**src/rcs_pkg.sv**
```systemverilog
package rcs_pkg;

    // Register map. The control register is one aligned word.
    localparam logic [11:0] RCS_ADDR_CONTROL = 12'h000;
    localparam logic [11:0] RCS_ADDR_OSC = 12'h004;

    // Field positions in the control register.
    localparam int RCS_BIT_REQ = 0;
    localparam int RCS_BIT_KEEP = 1;
    localparam int RCS_BIT_FAIL = 3;
    localparam int RCS_BIT_LOCK = 5;
    localparam int RCS_NEW_LO = 8;
    localparam int RCS_CUR_LO = 12;

    // Unlock codes for the two bytes.
    localparam logic [7:0] RCS_HI_KEY1 = 8'h78;
    localparam logic [7:0] RCS_HI_KEY2 = 8'h9a;
    localparam logic [7:0] RCS_LO_KEY1 = 8'h46;
    localparam logic [7:0] RCS_LO_KEY2 = 8'h57;

    // Source codes.
    localparam logic [1:0] RCS_SRC_SEC = 2'h0;
    localparam logic [1:0] RCS_SRC_FAST = 2'h1;
    localparam logic [1:0] RCS_SRC_SLOW = 2'h2;
    localparam logic [1:0] RCS_SRC_PRI = 2'h3;

    // Synchronisation cycles of the target clock.
    localparam int RCS_SYNC_CYCLES = 10;
    localparam logic [31:0] RCS_READ_ZERO = 32'h0000_0000;

    typedef enum logic [2:0] {
        RCS_IDLE = 3'b000,
        RCS_START = 3'b001,
        RCS_WAIT = 3'b010,
        RCS_SYNC = 3'b011,
        RCS_SWAP = 3'b100
    } rcs_phase_t;

    // Unlock progress for one byte.
    typedef enum logic [1:0] {
        RCS_LK_NONE = 2'b00,
        RCS_LK_ONE = 2'b01,
        RCS_LK_OPEN = 2'b10
    } rcs_lock_t;

    typedef struct packed {
        logic psel;
        logic penable;
        logic pwrite;
        logic [11:0] paddr;
        logic [31:0] pwdata;
    } rcs_apb_req_t;

    typedef struct packed {
        logic [31:0] prdata;
        logic pready;
        logic pslverr;
    } rcs_apb_rsp_t;

    // Clock outputs: oscillator enables, one bit per source code, and the mux select with its valid bit.
    typedef struct packed {
        logic [3:0] osc_en;
        logic sys_sel_valid;
        logic [1:0] sys_sel;
    } rcs_clk_out_t;

    typedef struct packed {
        rcs_phase_t phase;
        rcs_lock_t hi_lock;
        rcs_lock_t lo_lock;
        logic [1:0] cur_src;
        logic [1:0] new_src;
        logic [1:0] old_src;
        logic req;
        logic keep_on;
        logic lock_flag;
        logic fail_flag;
        logic [3:0] sync_cnt;
        logic [3:0] osc_en;
        logic tgt_div_d;
        logic init_done;
        rcs_apb_rsp_t rsp;
    } rcs_state_t;

endpackage

```
**src/rcs_switcher.sv**
```systemverilog
// Decided for this implementation: the APB register port and the address map.
`timescale 1ns/1ps

// Notes on behaviour
// - Switching and fail-safe monitor only work when the config bit is zero.
// - With switching off, new source is ignored; status shows configured source.
// - With switching off, request bit reads zero and writes do nothing.
// - Current source is read-only at bits 13:12.
// - High byte writes need 0x78 then 0x9A first.
// - Low byte writes need 0x46 then 0x57 first.
// - New source select is writable at bits 9:8.
// - Setting request bit 0 starts a switch.
// - A request for the current source clears itself and is dropped.
// - A real switch clears lock bit 5 and clock-fail bit 3.
// - Target is enabled; wait for its startup timer and, for primary with PLL, also PLL lock.
// - Count ten target clock cycles, then move the clock mux.
// - On completion clear request and copy new into current source.
// - Old source turns off unless watchdog, monitor or keep-on hold it.
// - The old clock keeps running the processor throughout.
// - A missing target makes the switch wait forever, request stays set.
// - Clearing the request aborts, stopping timer and PLL.
// - Sleep during a switch aborts it, keeps old clock, clears request.
// - Four sources: primary, 32 kHz secondary, fast RC, slow RC.
// - Codes: 00 secondary, 01 fast RC, 10 slow RC.
module rcs_switcher
    import rcs_pkg::*;
(
    // Clock and reset.
    input wire logic CLK,
    input wire logic ARST_N,
    // APB slave.
    input wire rcs_apb_req_t APB_REQ,
    output rcs_apb_rsp_t APB_RSP,
    // Configuration and system inputs.
    input wire logic SWITCH_MONITOR_CFG_N,
    input wire logic [1:0] INITIAL_SOURCE_CFG,
    input wire logic PRIMARY_USES_PLL,
    input wire logic WATCHDOG_EN,
    input wire logic SLEEP_ENTRY,
    // Oscillator handshake.
    input wire logic [3:0] OSC_READY,
    input wire logic PLL_LOCKED,
    input wire logic [3:0] OSC_CLK_LVL,
    // Clock control outputs.
    output rcs_clk_out_t CLK_OUT
);

    rcs_state_t s_reg;
    rcs_state_t s_next;

    logic sw_en;
    logic acc;
    logic wr_ctl;
    logic rd_ok;
    logic [7:0] wb_hi;
    logic [7:0] wb_lo;
    logic tgt_ready;
    logic tgt_edge;
    logic [31:0] rd_word;

    function automatic rcs_lock_t lock_step(rcs_lock_t cur, logic [7:0] d,
                                            logic [7:0] k1, logic [7:0] k2);
        rcs_lock_t r;
        r = RCS_LK_NONE;
        if (d == k1)
        begin
            r = RCS_LK_ONE;
        end
        if ((cur == RCS_LK_ONE) && (d == k2))
        begin
            r = RCS_LK_OPEN;
        end
        return r;
    endfunction

    function automatic logic [3:0] onehot(logic [1:0] code);
        return 4'h1 << code;
    endfunction

    assign sw_en = ~SWITCH_MONITOR_CFG_N;
    assign acc = APB_REQ.psel & APB_REQ.penable;
    assign wr_ctl = acc & APB_REQ.pwrite & (APB_REQ.paddr == RCS_ADDR_CONTROL);
    assign rd_ok = (APB_REQ.paddr == RCS_ADDR_CONTROL) | (APB_REQ.paddr == RCS_ADDR_OSC);
    assign wb_hi = APB_REQ.pwdata[15:8];
    assign wb_lo = APB_REQ.pwdata[7:0];
    // Primary may need PLL lock; others need their own ready (timer expiry).
    assign tgt_ready = OSC_READY[s_reg.new_src]
        & ((s_reg.new_src != RCS_SRC_PRI) | ~PRIMARY_USES_PLL | PLL_LOCKED);
    assign tgt_edge = OSC_CLK_LVL[s_reg.new_src] & ~s_reg.tgt_div_d;

    always_comb
    begin
        rd_word = RCS_READ_ZERO;
        if (APB_REQ.paddr == RCS_ADDR_CONTROL)
        begin
            rd_word[RCS_CUR_LO +: 2] = s_reg.cur_src;
            rd_word[RCS_NEW_LO +: 2] = s_reg.new_src;
            rd_word[RCS_BIT_LOCK] = s_reg.lock_flag;
            rd_word[RCS_BIT_FAIL] = s_reg.fail_flag;
            rd_word[RCS_BIT_KEEP] = s_reg.keep_on;
            rd_word[RCS_BIT_REQ] = s_reg.req;
        end
        else if (APB_REQ.paddr == RCS_ADDR_OSC)
        begin
            rd_word[3:0] = s_reg.osc_en;
        end
    end

    always_comb
    begin
        s_next = s_reg;
        s_next.rsp.pready = 1'b1;
        s_next.tgt_div_d = OSC_CLK_LVL[s_reg.new_src];
        if (PLL_LOCKED)
        begin
            s_next.lock_flag = 1'b1;
        end
        if (!s_reg.init_done)
        begin
            s_next.init_done = 1'b1;
            s_next.cur_src = INITIAL_SOURCE_CFG;
            s_next.old_src = INITIAL_SOURCE_CFG;
            s_next.osc_en = onehot(INITIAL_SOURCE_CFG);
        end
        // Read data and error are registered in the setup cycle so they stand in the access phase.
        if (APB_REQ.psel && !APB_REQ.penable)
        begin
            s_next.rsp.prdata = rd_word;
            s_next.rsp.pslverr = ~rd_ok;
        end
        if (wr_ctl)
        begin
            // Each byte write either advances its key state or, when open, is accepted.
            if (s_reg.hi_lock == RCS_LK_OPEN)
            begin
                s_next.hi_lock = RCS_LK_NONE;
                s_next.new_src = wb_hi[RCS_NEW_LO - 8 +: 2];
            end
            else
            begin
                s_next.hi_lock = lock_step(s_reg.hi_lock, wb_hi, RCS_HI_KEY1, RCS_HI_KEY2);
            end
            if (s_reg.lo_lock == RCS_LK_OPEN)
            begin
                s_next.lo_lock = RCS_LK_NONE;
                s_next.keep_on = wb_lo[RCS_BIT_KEEP];
                s_next.req = wb_lo[RCS_BIT_REQ] & sw_en;
            end
            else
            begin
                s_next.lo_lock = lock_step(s_reg.lo_lock, wb_lo, RCS_LO_KEY1, RCS_LO_KEY2);
            end
        end
        unique case (s_reg.phase)
            RCS_IDLE:
            begin
                if (s_reg.req && sw_en)
                begin
                    s_next.phase = RCS_START;
                end
            end
            RCS_START:
            begin
                if (s_reg.new_src == s_reg.cur_src)
                begin
                    s_next.req = 1'b0;
                    s_next.phase = RCS_IDLE;
                end
                else
                begin
                    s_next.lock_flag = 1'b0;
                    s_next.fail_flag = 1'b0;
                    s_next.osc_en[s_reg.new_src] = 1'b1;
                    s_next.old_src = s_reg.cur_src;
                    s_next.phase = RCS_WAIT;
                end
            end
            RCS_WAIT:
            begin
                s_next.sync_cnt = '0;
                if (tgt_ready)
                begin
                    s_next.phase = RCS_SYNC;
                end
            end
            RCS_SYNC:
            begin
                if (tgt_edge)
                begin
                    s_next.sync_cnt = s_reg.sync_cnt + 4'h1;
                    if (s_reg.sync_cnt == 4'(RCS_SYNC_CYCLES - 1))
                    begin
                        s_next.phase = RCS_SWAP;
                    end
                end
            end
            RCS_SWAP:
            begin
                s_next.cur_src = s_reg.new_src;
                s_next.req = 1'b0;
                s_next.osc_en = onehot(s_reg.new_src);
                if (s_reg.old_src == RCS_SRC_SLOW && (WATCHDOG_EN || sw_en))
                begin
                    s_next.osc_en[RCS_SRC_SLOW] = 1'b1;
                end
                s_next.phase = RCS_IDLE;
            end
        endcase
        if (s_reg.keep_on)
        begin
            s_next.osc_en[RCS_SRC_SEC] = 1'b1;
        end
        if (WATCHDOG_EN || sw_en)
        begin
            s_next.osc_en[RCS_SRC_SLOW] = 1'b1;
        end
        // Abort by software clear or by Sleep entry; old source stays selected.
        if (s_reg.phase != RCS_IDLE && s_reg.phase != RCS_SWAP
            && (!s_next.req || SLEEP_ENTRY))
        begin
            s_next.req = 1'b0;
            s_next.phase = RCS_IDLE;
            s_next.sync_cnt = '0;
            s_next.osc_en = onehot(s_reg.cur_src) | (s_next.osc_en & onehot(RCS_SRC_SLOW))
                | (s_reg.keep_on ? onehot(RCS_SRC_SEC) : 4'h0);
        end
        if (!sw_en)
        begin
            s_next.req = 1'b0;
            s_next.phase = RCS_IDLE;
            s_next.cur_src = INITIAL_SOURCE_CFG;
            s_next.osc_en[INITIAL_SOURCE_CFG] = 1'b1;
        end
    end

    always_ff @(posedge CLK or negedge ARST_N)
    begin
        if (!ARST_N)
        begin
            s_reg <= '0;
        end
        else
        begin
            s_reg <= s_next;
        end
    end

    // The mux moves in the swap step, or to the configured source when switching is off; until then the old source runs on.
    assign APB_RSP = s_reg.rsp;
    assign CLK_OUT.osc_en = s_reg.osc_en;
    assign CLK_OUT.sys_sel = s_reg.cur_src;
    assign CLK_OUT.sys_sel_valid = s_reg.init_done;

    property p_disabled_no_req;
        @(posedge CLK) disable iff (!ARST_N) SWITCH_MONITOR_CFG_N |=> !s_reg.req;
    endproperty
    a_disabled_no_req: assert property (p_disabled_no_req)
        else $error("Request set while switching disabled.");

    property p_redundant;
        @(posedge CLK) disable iff (!ARST_N)
        (s_reg.phase == RCS_START && s_reg.new_src == s_reg.cur_src && !SLEEP_ENTRY && sw_en)
        |=> (!s_reg.req && s_reg.phase == RCS_IDLE);
    endproperty
    a_redundant: assert property (p_redundant)
        else $error("Redundant request not dropped.");

    property p_clear_flags;
        @(posedge CLK) disable iff (!ARST_N)
        (s_reg.phase == RCS_START && s_reg.new_src != s_reg.cur_src && s_next.phase == RCS_WAIT)
        |=> (!s_reg.fail_flag && !s_reg.lock_flag);
    endproperty
    a_clear_flags: assert property (p_clear_flags)
        else $error("Status flags not cleared at switch start.");

    property p_target_on;
        @(posedge CLK) disable iff (!ARST_N)
        (s_reg.phase == RCS_START && s_next.phase == RCS_WAIT)
        |=> s_reg.osc_en[$past(s_reg.new_src)];
    endproperty
    a_target_on: assert property (p_target_on)
        else $error("Target oscillator not enabled at switch start.");

    property p_sw_abort;
        @(posedge CLK) disable iff (!ARST_N)
        (s_reg.phase inside {RCS_START, RCS_WAIT, RCS_SYNC} && wr_ctl
            && s_reg.lo_lock == RCS_LK_OPEN && !wb_lo[RCS_BIT_REQ])
        |=> (!s_reg.req && s_reg.phase == RCS_IDLE);
    endproperty
    a_sw_abort: assert property (p_sw_abort)
        else $error("Clearing the request did not abort the switch.");

    property p_old_off;
        @(posedge CLK) disable iff (!ARST_N)
        (s_reg.phase == RCS_SWAP && sw_en && s_reg.old_src != RCS_SRC_SLOW
            && !(s_reg.old_src == RCS_SRC_SEC && s_reg.keep_on))
        |=> !CLK_OUT.osc_en[$past(s_reg.old_src)];
    endproperty
    a_old_off: assert property (p_old_off)
        else $error("Old source left running after the swap.");

    property p_keep_on;
        @(posedge CLK) disable iff (!ARST_N) s_reg.keep_on |=> CLK_OUT.osc_en[RCS_SRC_SEC];
    endproperty
    a_keep_on: assert property (p_keep_on)
        else $error("Secondary stopped although keep-on is set.");

    property p_disabled_status;
        @(posedge CLK) disable iff (!ARST_N)
        !sw_en |=> s_reg.cur_src == $past(INITIAL_SOURCE_CFG);
    endproperty
    a_disabled_status: assert property (p_disabled_status)
        else $error("Status does not follow the configured source.");

    property p_swap_done;
        @(posedge CLK) disable iff (!ARST_N)
        (s_reg.phase == RCS_SWAP && sw_en)
        |=> (!s_reg.req && s_reg.cur_src == $past(s_reg.new_src));
    endproperty
    a_swap_done: assert property (p_swap_done)
        else $error("Swap did not update status.");

    property p_cur_stable;
        @(posedge CLK) disable iff (!ARST_N)
        (s_reg.phase inside {RCS_START, RCS_WAIT, RCS_SYNC} && sw_en) |=> $stable(CLK_OUT.sys_sel);
    endproperty
    a_cur_stable: assert property (p_cur_stable)
        else $error("Clock moved before the swap.");

    property p_sleep_abort;
        @(posedge CLK) disable iff (!ARST_N)
        (SLEEP_ENTRY && s_reg.phase inside {RCS_START, RCS_WAIT, RCS_SYNC})
        |=> (!s_reg.req && s_reg.phase == RCS_IDLE);
    endproperty
    a_sleep_abort: assert property (p_sleep_abort)
        else $error("Sleep did not abort the switch.");

    property p_sync_count;
        @(posedge CLK) disable iff (!ARST_N)
        (s_reg.phase == RCS_SWAP) |-> $past(s_reg.sync_cnt) == 4'(RCS_SYNC_CYCLES - 1);
    endproperty
    a_sync_count: assert property (p_sync_count)
        else $error("Swap without ten target cycles.");

    property p_wait_holds;
        @(posedge CLK) disable iff (!ARST_N)
        (s_reg.phase == RCS_WAIT && !tgt_ready && !SLEEP_ENTRY && s_reg.req && !wr_ctl && sw_en)
        |=> s_reg.phase == RCS_WAIT && s_reg.req;
    endproperty
    a_wait_holds: assert property (p_wait_holds)
        else $error("Wait ended without a ready target.");

    c_swap: cover property (@(posedge CLK) disable iff (!ARST_N) s_reg.phase == RCS_SWAP);
    c_redundant: cover property (@(posedge CLK) disable iff (!ARST_N)
        s_reg.phase == RCS_START && s_reg.new_src == s_reg.cur_src);
    c_sleep: cover property (@(posedge CLK) disable iff (!ARST_N)
        SLEEP_ENTRY && s_reg.phase == RCS_WAIT);
    c_sw_abort: cover property (@(posedge CLK) disable iff (!ARST_N)
        s_reg.phase == RCS_WAIT && wr_ctl && s_reg.lo_lock == RCS_LK_OPEN);
    c_keep_swap: cover property (@(posedge CLK) disable iff (!ARST_N)
        s_reg.phase == RCS_SWAP && s_reg.keep_on);

endmodule

```
**config.mk**
```make
export PLATFORM = sky130hd
export DESIGN_NAME = rcs_switcher
export DESIGN_NICKNAME = d
export VERILOG_FILES = /design/src/rcs_pkg.sv /design/src/rcs_switcher.sv
export SDC_FILE = /design/constraint.sdc
export NUM_CORES = 1
export LEC_CHECK = 0
export BUFFER_PORTS_ARGS = -buffer_cell sky130_fd_sc_hd__buf_2
export CORE_MARGIN = 2
export CORE_UTILIZATION = 30
export DETAILED_ROUTE_END_ITERATION = 16
export RECOVER_POWER = 100
export SLEW_MARGIN = 20
export SYNTH_ARGS = -nofsm -noshare
export SYNTH_HDL_FRONTEND = slang
export SYNTH_SLANG_ARGS = --single-unit
```
**constraint.sdc**
```tcl
create_clock -name CLK -period 4.3 [get_ports CLK]
set_input_delay 0.43 -clock CLK [delete_from_list [all_inputs] [get_ports CLK]]
set_output_delay 0.43 -clock CLK [all_outputs]
set_load 0.02 [all_outputs]
```
==> results by group <==
STA
  – Fin Setup TNS: 0 ns
  – Setup WS post-layout: about 1.3 ns
  – Final slew viol count: 35
  – Final Cycle Share: between 70% and 80%
  – Hold Fails Final Rpt: 0
  – Minimum clock period: 3.02 ns
  – Fmax: around 330 MHz
  – Hold Worst Slack: around 0.38 ns
  – Least-Margin Pin Slew: 1.90 ns
  – RSZ-0062 raised after global routing: false
  – Worst clock skew: 0.0116 ns
  – # setup viols final: 0
  – Slew HR: -27.0%

Cells and area
  – Area growth syn-to-layout: 10.2%
  – Max reg flops: 17
  – NumNets Final: 354
  – Ant. Diodes: 0
  – Layout cells sized above 1: 22.1%
  – Fill cell count: 794

Clock network
  – Setup bufs post-CTS: 0
  – Post-cts resize count: 0
  – CTS tree: built
  – Clk_lat worst skew: 0.29 ns
  – H-tree Lvls: 2
  – Clock buffer depth: 2
  – CTS clk-pin slew, worst paths: 0.07 ns
  – CTS root buffer: clkbuf_8
  – Hold_buf cts: 0
  – CTS Buf Count: 5
  – TritonCTS Sinks: 34

Synth
  – Cells after synthesis: 245
  – Ys async rst share: between 90% and 100%
  – Mux contribution to synthesized area: under 10%
  – Largest family of logic cells by synthesized area: simple AND/OR/NAND/NOR gates
  – Adder-Cell Fraction of Synth Area: approximately 1.1%
  – Avg Inst Size Synth: 9.23 sq um
  – Number of synthesized flops with an enable pin: 0
  – Yosys reg bits: 34
  – Top FF cell, synth: dfrtp_1
  – Synth Area in Compound Gates: 16.7%
  – Post-Synth Simple-Gate Area: 19.9%
  – Yosys Warn Count: 0
  – Synth unique cells: 51
  – Post-Synth XOR/XNOR Area: 0.774%
  – Syn Std Cell Area: 0.00226 sq mm
  – Seq/Total Area, Yosys: between 30% and 40%

Min path
  – Hold path endpoint: s_reg[45]
  – Worst hold start: PLL_LOCKED
  – Worst Hold Depth: 2
  – Min-Delay Path Class: in -> reg

Worst setup path
  – Reg2reg start: s_reg[50]
  – Setup CP Type: in -> reg
  – CP endpoint kind: flop
  – Worst flop-to-flop path endpoint: s_reg[43]
  – R2R Setup Slk: 1.88 ns
  – Worst Path Arrival: 3.21 ns
  – R2R depth: 6
  – Critical Path Start Type: primary input
  – Worst Path Required: between 4 and 5 ns
  – CP max FO: 11

Floorplanning
  – DIE AREA: approximately 0.0083 sq mm
  – IO Pins: 105
  – Die span in x: 90.8 microns
  – Core area: ~0.0073 sq mm
  – Number of core rows: 31
  – Chip Height: 90.8 microns
  – Starting Density: around 31%

Global routing
  – GRT overflow: 0
  – Largest net degree at the start of global routing: 35
  – First-pass GRT wire length: around 8000 microns
  – Total Routing Usage GR: between 10% and 20%
  – Initial antenna violation count: 0
  – Vias in the first global route: roughly 1700

Detailed routing
  – Starting DRT DRC Count: 55
  – Pre-antenna DRT Iters: 4
  – Routed Antenna Nets: 0
  – DRC: 0
  – Via density: 4.79
  – Final wirelength: roughly 5100 microns
  – Routed wire per std cell: 13.2 microns
  – Via count: between 1500 and 2000

Placed design
  – Port Buffers: 65
  – RePlAce Congestion: 0.849
  – Pre-CTS setup slack: 1.20 ns
  – DP HPWL: 4010 microns

Pwr
  – Pleak: 1.16 nW
  – Power density over the cells: 270 mW/mm^2
  – VDD IR-drop max: approximately 110 uV

Status
  – Status: finished, violations left
  – Failing checks: capacitance limit, slew limit

Flow run
  – MaxCap Viol Count: 1
per-stage QoR:
step | utilization (%) | instances | instance area, sq um | power, mW
2_1_floorplan | - | 267 | 2340 | 0.414
3_3_place_gp | 33.6 | 380 | 2450 | 0.431
3_5_place_dp | 33.6 | 380 | 2450 | 0.433
4_1_cts | 34.9 | 388 | 2540 | 0.683
5_1_grt | 34.2 | 388 | 2490 | 0.705
6_report | 34.2 | 388 | 2490 | 0.673
per-layer routing:
metal,vias to the layer above,wire length (microns),GRT usage (%)
met5,-,0,0
met4,0,23,2.65
met3,3,346,3.42
met2,67,2250,19.3
met1,889,2480,16.8
li1,898,-,-
synthesized netlist by cell type, types with 4 or more instances:
library cell	count	area share, %
buf_4	41	14
dfrtp_1	34	38
nand2_1	20	3.3
nor2_1	14	2.3
a21oi_1	11	2.4
clkbuf_1	10	1.7
inv_1	10	1.7
o21ai_0	10	2.2
nand2b_1	6	1.7
nor3_1	6	1.3
a22o_1	5	1.9
mux2_2	5	2.5
mux2i_1	5	2.2
a32o_1	4	1.8
nand3_1	4	0.88
nor4bb_1	4	1.8
or4_1	4	1.3
worst max-delay path: stages:
cell      delay [ns]
buf_2           0.09
or4_1           0.58
or4_1           0.76
o21ai_0         0.44
a31oi_1         0.28
or3_1           0.40
a211oi_1        0.23
kinds of logic after synthesis:
group,after synthesis
other,2
and+or+nand+nor,79
DFF,34
muxes,12
xor gates and xnor gates,2
buffers and inverters,61
adders and majority gates,2
AOI/OAI and AO/OA,53
where the power goes:
group          leakage [nW]  switching [mW]  internal [mW]
sequential            0.447         0.00825          0.325
clock                0.0472           0.120          0.129
combinational         0.668          0.0586         0.0315
cells in the final DEF, fill, tap and decap left out, types with 3 or more instances in the layout:
cell type  synthesis  routed
a21o_1             3       3
inv_1             10      10
nor4bb_1           4       4
a22o_1             5       5
dfrtp_1           34      34
o21ai_0           10      12
nand2_1           20      20
mux2i_1            5       5
a31oi_1            2       3
nand2b_1           6       6
clkbuf_1          10      19
conb_1             2      24
a32o_1             4       4
or4_1              4       5
nor2_1            14      14
nor3_1             6       6
buf_2              0      46
clkbuf_8           0       6
a21oi_1           11      11
nand3_1            4       4
mux2_2             5       5
and3_1             3       3
final cells by class:
cell class / count / area (sq um) / share of cell area (%)
timing repair buffer: 65 / 302 / 12.1
sequential: 34 / 851 / 34.1
clock buffer: 6 / 82.6 / 3.31
clock inverter: 2 / 12.5 / 0.502
multi-input combinational: 172 / 1080 / 43.5
inverter: 10 / 37.5 / 1.51
tap: 99 / 124 / 4.97
worst max path at each step:
stage                     start         end  slack [ns]  cells past startpoint
finish              APB_REQ[41]   s_reg[43]        1.28                      7
global route        APB_REQ[41]  CLK_OUT[6]        1.13                      7
CTS                 APB_REQ[41]  CLK_OUT[4]        1.50                      7
detailed placement  APB_REQ[41]  CLK_OUT[4]        1.20                      7
global placement    APB_REQ[41]  CLK_OUT[4]        1.22                      7
floorplan           APB_REQ[41]  CLK_OUT[3]        1.62                      6
Note: power is estimated with default switching activity, not from simulation.
